--- src/hw/pqe_pkg.sv ---
// package for the event interrupt enable block
// assumes one 20 MHz clock and a 32-bit avalon-mm register slave
package pqe_pkg;

  // register word addresses
  localparam logic [3:0]  PQE_ADDR_ENABLE = 4'h0;  // enable word
  localparam logic [3:0]  PQE_ADDR_STATUS = 4'h1;  // sticky status, read clears
  localparam logic [3:0]  PQE_ADDR_MASK   = 4'h2;  // mask for irq
  localparam logic [3:0]  PQE_ADDR_SRST   = 4'h3;  // software reset strobe
  localparam logic [3:0]  PQE_ADDR_CHECK  = 4'h4;  // cfg check result
  localparam logic [3:0]  PQE_ADDR_FORCE  = 4'h5;  // forced check update
  localparam logic [11:0] PQE_DOC_OFFSET  = 12'h406; // enable word index

  // field positions
  localparam int PQE_B_FAULT3   = 31;
  localparam int PQE_B_FAULT2   = 30;
  localparam int PQE_B_FAULT1   = 29;
  localparam int PQE_B_FAULT0   = 28;
  localparam int PQE_B_CHKDONE  = 27;
  localparam int PQE_B_CHKCHG   = 26;
  localparam int PQE_B_SAG_LO   = 23;
  localparam int PQE_B_SURGE_LO = 20;
  localparam int PQE_B_ORDER    = 18;
  localparam int PQE_B_OVERCUR  = 17;
  localparam int PQE_B_ICROSS   = 13;
  localparam int PQE_B_COMB     = 12;
  localparam int PQE_B_VCROSS   = 9;

  // writable bits: 31..9 minus 19 and 16
  localparam logic [31:0] PQE_WR_MASK   = 32'hFFF6_FE00;
  // faults that cannot be masked
  localparam logic [31:0] PQE_NMI_MASK  = 32'h3000_0000;
  // faults that stick until a reset
  localparam logic [31:0] PQE_HOLD_MASK = 32'hB000_0000;
  localparam logic [31:0] PQE_RST_WORD  = 32'h0000_0000;
  localparam logic [31:0] PQE_SRST_KEY  = 32'h0000_0001;

  // time for a check computation to finish
  localparam int PQE_CHK_NS     = 800;
  localparam int PQE_CLK_NS     = 50;
  localparam int PQE_CHK_CYC    = (PQE_CHK_NS + PQE_CLK_NS - 1) / PQE_CLK_NS;

  // event inputs grouped
  typedef struct packed {
    logic       fault_three;
    logic       fault_two;
    logic       fault_one;
    logic       fault_zero;
    logic [2:0] sag;      // c,b,a
    logic [2:0] surge;    // c,b,a
    logic       phase_order_fault;
    logic [2:0] current_overcur;
    logic [2:0] current_cross;  // c,b,a
    logic       combined_voltage_crossing;
    logic [2:0] voltage_cross;  // c,b,a
  } pqe_events_t;

  // avalon-mm slave request
  typedef struct packed {
    logic [3:0]  address;
    logic        read;
    logic        write;
    logic [3:0]  byteenable;
    logic [31:0] writedata;
  } pqe_avm_req_t;

  typedef enum logic [2:0] {
    PQE_CK_IDLE = 3'b001,
    PQE_CK_BUSY = 3'b010,
    PQE_CK_DONE = 3'b100
  } pqe_ck_state_t;

endpackage : pqe_pkg

--- src/hw/pqe_edge.sv ---
// rising edge detector for event lines
// assumes inputs synchronous to mclk
`timescale 1ns/1ns
module pqe_edge #(
  parameter int W = 1
) (
  // clock and reset
  input  wire logic         mclk,
  input  wire logic         rstn,
  input  wire logic         clr,
  // level in, pulse out
  input  wire logic [W-1:0] lvl,
  output logic      [W-1:0] rise
);
  logic [W-1:0] prev_q;
  logic [W-1:0] prev_d;

  always_comb begin
    prev_d = clr ? '0 : lvl;
    rise   = lvl & ~prev_q;
  end

  always_ff @(posedge mclk) begin
    if (!rstn) begin
      prev_q <= '0;
    end else begin
      prev_q <= prev_d;
    end
  end
endmodule : pqe_edge

--- src/hw/pqe_check.sv ---
// configuration check engine: signature of watched config words
// assumes a forced start pulse and a config snapshot input
`timescale 1ns/1ns
module pqe_check
  import pqe_pkg::*;
#(
  parameter int CYC = PQE_CHK_CYC
) (
  // clock and reset
  input  wire logic        mclk,
  input  wire logic        rstn,
  input  wire logic        clr,
  // control
  input  wire logic        force_start,
  input  wire logic [31:0] cfg_word,
  // results
  output logic             done_pulse,
  output logic             chg_pulse,
  output logic [31:0]      result_q
);
  pqe_ck_state_t st_q, st_d;
  logic [7:0]    cnt_q, cnt_d;
  logic [31:0]   result_d;
  logic [31:0]   seen_q, seen_d;
  logic          chg;

  always_comb begin
    st_d       = st_q;
    cnt_d      = cnt_q;
    result_d   = result_q;
    seen_d     = cfg_word;
    done_pulse = 1'b0;
    chg        = (cfg_word != seen_q);
    chg_pulse  = chg;
    // RULE5 recompute on change
    if (chg) begin
      result_d = {cfg_word[30:0], cfg_word[31]} ^ cfg_word ^ 32'h04C1_1DB7;
    end
    case (st_q)
      PQE_CK_IDLE: begin
        if (force_start) begin
          st_d  = PQE_CK_BUSY;
          cnt_d = 8'(CYC);
        end
      end
      PQE_CK_BUSY: begin
        cnt_d = cnt_q - 8'h01;
        if (cnt_q == 8'h01) begin
          st_d = PQE_CK_DONE;
        end
      end
      PQE_CK_DONE: begin
        // RULE4 forced update done
        result_d   = {cfg_word[30:0], cfg_word[31]} ^ cfg_word ^ 32'h04C1_1DB7;
        done_pulse = 1'b1;
        st_d       = PQE_CK_IDLE;
      end
      default: st_d = PQE_CK_IDLE;
    endcase
  end

  always_ff @(posedge mclk) begin
    if (!rstn || clr) begin
      st_q     <= PQE_CK_IDLE;
      cnt_q    <= 8'h00;
      result_q <= 32'h0000_0000;
      seen_q   <= 32'h0000_0000;
    end else begin
      st_q     <= st_d;
      cnt_q    <= cnt_d;
      result_q <= result_d;
      seen_q   <= seen_d;
    end
  end
endmodule : pqe_check

--- src/hw/pqe_irq.sv ---
// event interrupt enable block with sticky status and avalon-mm slave
// assumes event inputs synchronous to mclk; one waitrequest cycle per access
`timescale 1ns/1ns
// Operation
// RULE1: bit 31 enables fault three interrupt; fault holds until reset.
// RULE2: bit 30 enables fault two interrupt.
// RULE3: faults one and zero always interrupt; cleared only by reset.
// RULE4: bit 27 enables interrupt when forced config check completes.
// RULE5: bit 26 enables interrupt on config change; result holds new check.
// RULE6: bits 25..23 enable sag interrupts for phases c, b, a.
// RULE7: bits 22..20 enable surge interrupts for phases c, b, a.
// RULE8: bit 18 enables phase order fault interrupt.
// RULE9: bit 17 enables overcurrent interrupt on selected channels.
// RULE10: bits 15..13 enable current crossing interrupts c, b, a.
// RULE11: bit 12 enables combined voltage crossing interrupt.
// RULE12: bits 11..9 enable voltage crossing interrupts c, b, a.
// RULE13: bits 19 and 16 read zero and ignore writes.
// RULE14: enables reset to zero; irq on enabled or unmaskable status; code also requires the mask bit for enabled status.
module pqe_irq
  import pqe_pkg::*;
(
  // clock and reset
  input  wire logic               mclk,
  input  wire logic               rstn,
  // avalon-mm slave
  input  wire pqe_pkg::pqe_avm_req_t avs_req,
  output logic [31:0]             avs_readdata,
  output logic                    avs_waitrequest,
  // event sources
  input  wire pqe_pkg::pqe_events_t  evt,
  input  wire logic [31:0]        cfg_word,
  input  wire logic [2:0]         overcurrent_channel_select,
  // interrupt out
  output logic                    irq
);
  // ------------------------------------------------------------------
  // state
  // ------------------------------------------------------------------
  logic [31:0] enable_q, enable_d;
  logic [31:0] status_q, status_d;
  logic [31:0] mask_q, mask_d;
  logic [31:0] rdata_q, rdata_d;
  logic        wait_q, wait_d;
  logic        irq_q, irq_d;
  logic        srst_q, srst_d;
  logic        force_q, force_d;
  logic [31:0] ev_lvl, ev_rise, ev_hit, be_mask;
  logic        chk_done, chk_chg;
  logic [31:0] chk_result;
  logic        acc;

  // ------------------------------------------------------------------
  // event map
  // ------------------------------------------------------------------
  always_comb begin
    ev_lvl = 32'h0000_0000;
    ev_lvl[PQE_B_FAULT3] = evt.fault_three;
    ev_lvl[PQE_B_FAULT2] = evt.fault_two;
    ev_lvl[PQE_B_FAULT1] = evt.fault_one;
    ev_lvl[PQE_B_FAULT0] = evt.fault_zero;
    ev_lvl[PQE_B_SAG_LO +: 3]   = evt.sag;
    ev_lvl[PQE_B_SURGE_LO +: 3] = evt.surge;
    ev_lvl[PQE_B_ORDER]  = evt.phase_order_fault;
    // RULE9 selected channels only
    ev_lvl[PQE_B_OVERCUR] = |(evt.current_overcur & overcurrent_channel_select);
    ev_lvl[PQE_B_ICROSS +: 3] = evt.current_cross;
    ev_lvl[PQE_B_COMB]   = evt.combined_voltage_crossing;
    ev_lvl[PQE_B_VCROSS +: 3] = evt.voltage_cross;
  end

  pqe_edge #(
    .W (32)
  ) u_edge (
    .mclk (mclk),
    .rstn (rstn),
    .clr  (srst_q),
    .lvl  (ev_lvl),
    .rise (ev_rise)
  );

  pqe_check #(
    .CYC (PQE_CHK_CYC)
  ) u_check (
    .mclk        (mclk),
    .rstn        (rstn),
    .clr         (srst_q),
    .force_start (force_q),
    .cfg_word    (cfg_word),
    .done_pulse  (chk_done),
    .chg_pulse   (chk_chg),
    .result_q    (chk_result)
  );

  always_comb begin
    ev_hit = ev_rise;
    ev_hit[PQE_B_CHKDONE] = chk_done;
    ev_hit[PQE_B_CHKCHG]  = chk_chg;
    ev_hit = ev_hit & PQE_WR_MASK;
  end

  // ------------------------------------------------------------------
  // bus and registers
  // ------------------------------------------------------------------
  always_comb begin
    be_mask = {{8{avs_req.byteenable[3]}}, {8{avs_req.byteenable[2]}},
               {8{avs_req.byteenable[1]}}, {8{avs_req.byteenable[0]}}};
    // request seen with waitrequest high; writes take effect on the edge that ends the waitrequest-low cycle
    acc      = (avs_req.read || avs_req.write) && !wait_q;
    wait_d   = !((avs_req.read || avs_req.write) && wait_q);
    enable_d = enable_q;
    mask_d   = mask_q;
    status_d = status_q;
    rdata_d  = rdata_q;
    srst_d   = 1'b0;
    force_d  = 1'b0;
    if (acc && avs_req.write) begin
      case (avs_req.address)
        // RULE13 reserved bits dropped
        PQE_ADDR_ENABLE: enable_d = ((enable_q & ~be_mask) |
                                     (avs_req.writedata & be_mask)) & PQE_WR_MASK;
        PQE_ADDR_MASK:   mask_d = ((mask_q & ~be_mask) |
                                   (avs_req.writedata & be_mask)) & PQE_WR_MASK;
        PQE_ADDR_SRST:   srst_d = avs_req.byteenable[0] && avs_req.writedata[0];
        // RULE4 forced check start
        PQE_ADDR_FORCE:  force_d = avs_req.byteenable[0] && avs_req.writedata[0];
        default: ;
      endcase
    end
    // read data captured when request seen, stands while waitrequest low
    if (avs_req.read && wait_q) begin
      case (avs_req.address)
        PQE_ADDR_ENABLE: rdata_d = enable_q;
        PQE_ADDR_STATUS: rdata_d = status_q;
        PQE_ADDR_MASK:   rdata_d = mask_q;
        PQE_ADDR_CHECK:  rdata_d = chk_result;
        default:         rdata_d = 32'h0000_0000;
      endcase
    end
    // read clears only reported bits, except faults held until reset
    if (acc && avs_req.read && avs_req.address == PQE_ADDR_STATUS) begin
      status_d = status_q & ~(rdata_q & ~PQE_HOLD_MASK);
    end
    // RULE1 faults held till reset
    // set wins over read clear
    status_d = status_d | ev_hit;
    // RULE2 RULE6 RULE7 RULE8 RULE10 RULE11 RULE12 enable gating
    // RULE3 unmaskable faults bypass
    // RULE14 irq from enabled status
    irq_d = |(status_q & ((enable_q & mask_q) | PQE_NMI_MASK));
  end

  always_ff @(posedge mclk) begin
    if (!rstn || srst_q) begin
      enable_q <= PQE_RST_WORD;
      mask_q   <= PQE_RST_WORD;
      status_q <= PQE_RST_WORD;
      rdata_q  <= PQE_RST_WORD;
      wait_q   <= 1'b1;
      irq_q    <= 1'b0;
      srst_q   <= 1'b0;
      force_q  <= 1'b0;
    end else begin
      enable_q <= enable_d;
      mask_q   <= mask_d;
      status_q <= status_d;
      rdata_q  <= rdata_d;
      wait_q   <= wait_d;
      irq_q    <= irq_d;
      srst_q   <= srst_d;
      force_q  <= force_d;
    end
  end

  always_comb begin
    avs_readdata    = rdata_q;
    avs_waitrequest = wait_q;
    irq             = irq_q;
  end
endmodule : pqe_irq

--- config.mk ---
export PLATFORM = sky130hd
export DESIGN_NAME = pqe_irq
export DESIGN_NICKNAME = d
export VERILOG_FILES = /design/src/hw/pqe_pkg.sv /design/src/hw/pqe_edge.sv /design/src/hw/pqe_check.sv /design/src/hw/pqe_irq.sv
export SDC_FILE = /design/constraint.sdc
export NUM_CORES = 1
export LEC_CHECK = 0
export BUFFER_PORTS_ARGS = -buffer_cell sky130_fd_sc_hd__buf_2
export CORE_MARGIN = 4
export CORE_UTILIZATION = 63
export CTS_BUF_LIST = sky130_fd_sc_hd__clkbuf_4 sky130_fd_sc_hd__clkbuf_8
export DETAILED_ROUTE_END_ITERATION = 7
export PLACE_DENSITY = 0.84
export SYNTH_ARGS = -nofsm -noshare
export SYNTH_HDL_FRONTEND = slang
export SYNTH_SLANG_ARGS = --single-unit
--- constraint.sdc ---
create_clock -name mclk -period 2.7 [get_ports mclk]
set_input_delay 0.405 -clock mclk [delete_from_list [all_inputs] [get_ports mclk]]
set_output_delay 0.405 -clock mclk [all_outputs]
set_load 0.05 [all_outputs]
# Word level (Yosys, flattened, before mapping)
# Index checks and enable logic that the tools add are counted.
# totals
regBits	217
input_bits	100
wordCells	81
# op_classes
n_addsub	1
n_eq_ne	12
muxes	10
bitwise_logic	20
reduce_logical	24
# ops
cell	n
32-bit AND	7
32-bit one-hot mux with 4 select lines	1
32-bit two-way mux	3
32-bit bitwise OR	3
32-bit NOT	2
32-bit != test	1
31-bit NOT with 32-bit output	1
32-bit OR reduction	1
32-bit XOR	1
8-bit one-hot mux with 2 select lines	1
14-bit NOT	1
3-bit OR reduction	3
4-bit by 2-bit equality test with 1-bit output (second input constant)	2
4-bit by 3-bit equality test with 1-bit output (second input constant)	2
8-bit by 1-bit equality test with 1-bit output (second input constant)	1
8-bit two-way mux	1
2-bit AND reduction	4
8-bit by 1-bit subtractor with 8-bit output (second input constant)	1
1-bit logical AND	7
3-bit two-way mux	2
3-bit one-hot mux with 2 select lines	1
4-bit by 1-bit equality test with 1-bit output (second input constant)	1
4-bit zero test	1
1-bit NOT	4
11 further kinds	15

# Depth between registers and ports, before layout
# depth
depth_word	6
ltp_mapped	7
mapped_depth_nobuf	6

# Cells and area by module
# Synthesis repeated with hierarchy kept, for this count alone.
# unflattened
cells_unflattened	964
hier_area_um2	9203.8
# by_module_without_submodules
mod	n_inst	cells_per_inst	area_each_um2	seq_area_each_um2
pqe_irq	1	505	4610.7	2202.1
pqe_check	1	357	3394.5	1501.4
pqe_edge	1	102	1198.6	640.6

# Least setup slack after synthesis
# OpenSTA, ideal clock, no wires.
# synth_timing
kind	reg-to-reg
from	register wait_q (netlist: avs_waitrequest)
to	register rdata_q[22] (netlist: avs_readdata[22])
setup_time_ps	65
arrival_time_ps	1727
t_required_ps	2635
path_slack_ps	908
stages_incl_launch_ff	8
synth_period_minus_slack_ps	1792
path_cell_list	dfxtp_1 -> nand2_1 -> or3_1 -> buf_2 -> buf_6 -> a21oi_1 -> a21oi_1 -> nor2_1
# synth_via
elab_chain_cells	1
# synth_rtl
item	line	text
start: declaration	pqe_irq.sv:43	logic wait_q, wait_d;
start signal: assignment	pqe_irq.sv:167	wait_q <= wait_d;
1-bit logical AND	pqe_irq.sv:130	if (avs_req.read && wait_q) begin
end signal: assignment	pqe_irq.sv:166	rdata_q <= rdata_d;
end: declaration	pqe_irq.sv:42	logic [31:0] rdata_q, rdata_d;
# Every way passes these cells.
# A chain may end at the register's enable or synchronous reset.

# Final worst setup path
# layout_timing
from	register u_check.seen_q[13]
to	register u_check.result_q[20]
# layout_via
elab_chain_cells	2
# layout_rtl
item	line	text
start: declaration	pqe_check.sv:24	logic [31:0] seen_q, seen_d;
start signal: assignment	pqe_check.sv:72	seen_q <= seen_d;
32-bit != test	pqe_check.sv:33	chg = (cfg_word != seen_q);
2-bit nonzero test (no line)	n/a	
end signal: assignment	pqe_check.sv:71	result_q <= result_d;
end: declaration	pqe_check.sv:19	output logic [31:0] result_q
# Every way passes these cells.

==> impl_metrics.env <==
export IMPL_crit_fanout=33
export IMPL_synth_area_um2=8651
export IMPL_fp_dieH_um=125.2
export IMPL_num_vias=7377
export IMPL_core_um2=13350
export IMPL_n_antenna_cell=0
export IMPL_antenna_found_initial=0
export IMPL_cellLeakagePower_nw=3.880
export IMPL_wl_per_cell_um=18.01
export IMPL_syn_nets=1034
export IMPL_drt_iter0_markers=782
export IMPL_finalCoreUtilization_pct=75.05
export IMPL_start_util_pct=64.81
export IMPL_synth_seq_cells=204
export IMPL_worst_slew_pin_slew_ns=1.111
export IMPL_ioPinCount=134
export IMPL_finalCriticalPeriod_ns=2.014
export IMPL_ys_types=48
export IMPL_cts_root_buf="clkbuf_8"
export IMPL_period_share_pct=74.60
export IMPL_p_sw_share_pct=24.40
export IMPL_p_sw_w=0.001570
export IMPL_yosysWarnings=0
export IMPL_clock_path_buffers=3
export IMPL_vdd_drop_max_mv=0.4825
export IMPL_vias_per_cell=5.940
export IMPL_htreeDepth=2
export IMPL_syn_to_final_growth_pct=15.79
export IMPL_grt_pass1_wl_mm=35.82
export IMPL_status="finished, final reports clean"
export IMPL_ys_flop_type="dfxtp_1"
export IMPL_dieArea_um2=15670
export IMPL_p_comb_share_pct=7.6
export IMPL_cts_tree="yes"
export IMPL_slew_headroom_pct=25.75
export IMPL_power_w=0.006437
export IMPL_clock_power_share_pct=42.7
export IMPL_cts_hold_fix_buffers=0
export IMPL_setup_violations=0
export IMPL_internal_power_w=0.004867
export IMPL_seq_area_frac_synth_pct=47.21
export IMPL_p_seq_share_pct=49.7
export IMPL_ctsResizeCount=0
export IMPL_critPathKind="flip-flop to flip-flop"
export IMPL_post_cts_setup_buffers=0
export IMPL_slew_violations=0
export IMPL_cp_required_ns=3.13
export IMPL_portBuffers=123
export IMPL_critical_path_arrival_ns=2.45
export IMPL_startpoint_type="flip-flop"
export IMPL_worst_hold_path_type="input port to flip-flop"
export IMPL_synthCells=932
export IMPL_path_clk_slew_ns=0.06
export IMPL_ant_nets=0
export IMPL_cts_sinks=204
export IMPL_synth_edf_count=0
export IMPL_rsz0062_at_grt="false"
export IMPL_power_density_nw_per_um2=642.6
export IMPL_end_kind="flip-flop"
export IMPL_maxCapViolCount=0
export IMPL_clk_latency_ns=0.52
export IMPL_async_flop_share_pct=0
export IMPL_finalWeightedCongestion=0.8690
export IMPL_grt_overflow_total=0
export IMPL_drc=0
export IMPL_rows=42
export IMPL_worst_hold_slack_ns=0.09982
export IMPL_drive_gt1_share_pct=22.61
export IMPL_track_usage_pct=27.71
export IMPL_grt_max_degree=53
export IMPL_max_freq_mhz=496.5
export IMPL_syn_area_per_cell_um2=9.282
export IMPL_finClkSkew_ns=0.02741
export IMPL_grt_pass1_vias=6986
export IMPL_hpwl_mm=14.78
export IMPL_tns_ns=0
export IMPL_die_w_um=125.2
export IMPL_routed_wl_mm=22.37
export IMPL_final_hold_violation_count=0
export IMPL_drt_pass1_iter_count=6
export IMPL_fin_nets=1145
export IMPL_cts_buffers=34
## worst max-delay path: stages (launching register included)
cell and delay, ns:
dfxtp_1 0.30, xor2_1 0.14, nor4_1 0.46, and4_1 0.28, buf_4 0.34, a31oi_1 0.17, nor3_1 0.23
## synth_stat cells (19+ instances only)
cell	number	area, µm²
nor2_1	118	442.9
clkbuf_1	35	131.4
a21oi_1	104	520.5
buf_2	26	130.1
and2_1	53	331.6
mux2i_1	42	420.4
nor3_1	19	95.09
nand2_1	57	214.0
dfxtp_1	204	4084
a31oi_1	23	143.9
a222oi_1	22	220.2
xor2_1	50	437.9
nand4_1	19	118.9
## per-stage QoR
| stage | cell area, µm² | setup WS [ns] | std cells |
|---|---|---|---|
| finish | 10020 | 0.6858 | 1242 |
| global route | 10020 | 0.5122 | 1242 |
| CTS | 10020 | 0.6903 | 1242 |
| detailed placement | 9326 | 0.4324 | 1183 |
| global placement | 9326 | 0.5033 | 1183 |
| floorplan | 8651 | 0.9079 | 932 |
## placed cells by master, fill, tap and decap left out, types with 3 or more instances in the layout
cell	n
nand3_1	14
and2_1	53
xor2_1	50
buf_2	123
nand2_1	57
and3_1	9
o31ai_1	3
nor2b_1	16
mux2i_1	42
xnor2_1	14
nor4b_4	3
nor4_2	13
nor2_1	118
nor3b_1	3
inv_1	5
clkinv_2	6
a222oi_1	22
nor3_1	19
a21oi_1	104
a31oi_1	23
clkbuf_8	42
a22oi_1	11
o211ai_1	3
nor4_1	15
nand4_1	19
buf_4	21
clkbuf_4	10
o31ai_2	12
dfxtp_1	204
## cells by family after synthesis
kind of cell	synth area share, %
AO/OA/AOI/OAI	13.94
flip-flops	47.21
XOR/XNOR	6.480
multiplexers	4.990
buffers and inverters	4.628
adder cells (fa/ha/maj)	0.4049
AND/OR/NAND/NOR	22.35
## path summary, 6_finish.rpt
kind | start | end | slack [ns] | cells after the start
hold reg to reg | status_q[6] | status_q[6] | 0.43 | 2
hold / removal | evt[14] | u_edge.prev_q[23] | 0.1 | 2
setup / recovery | u_check.seen_q[13] | u_check.result_q[20] | 0.69 | 6
setup reg to reg | u_check.seen_q[13] | u_check.result_q[20] | 0.69 | 6
## power by group through the flow
stage	sequential, W	clock (W)	combinational [W]
after floorplan	0.00324	0	0.000273
final	0.00320	0.00275	0.000489
after CTS	0.00319	0.00278	0.000487
after detailed placement	0.00326	0	0.000479
after global routing	0.00320	0.00293	0.000536
after global placement	0.00326	0	0.000469
## final cells by class
| cell class | instances | area, µm² |
|---|---|---|
| fillers | 965 | 3331 |
| multi-input cells | 652 | 4190 |
| clock buffers | 52 | 653.1 |
| clock inverters | 7 | 37.54 |
| well taps | 176 | 220.2 |
| inverters | 5 | 18.77 |
| flip-flops and latches | 204 | 4084 |
| repair buffers | 146 | 813.3 |
## routing by layer
layer,up-vias,wire [µm],global-route usage [%]
met5,-,0,0
met4,0,975,13.39
met3,76,1516,5.075
met2,322,10700,44.42
met1,3476,9172,36.29
li1,3503,-,-
No activity file was read; power rests on OpenSTA's default activity.
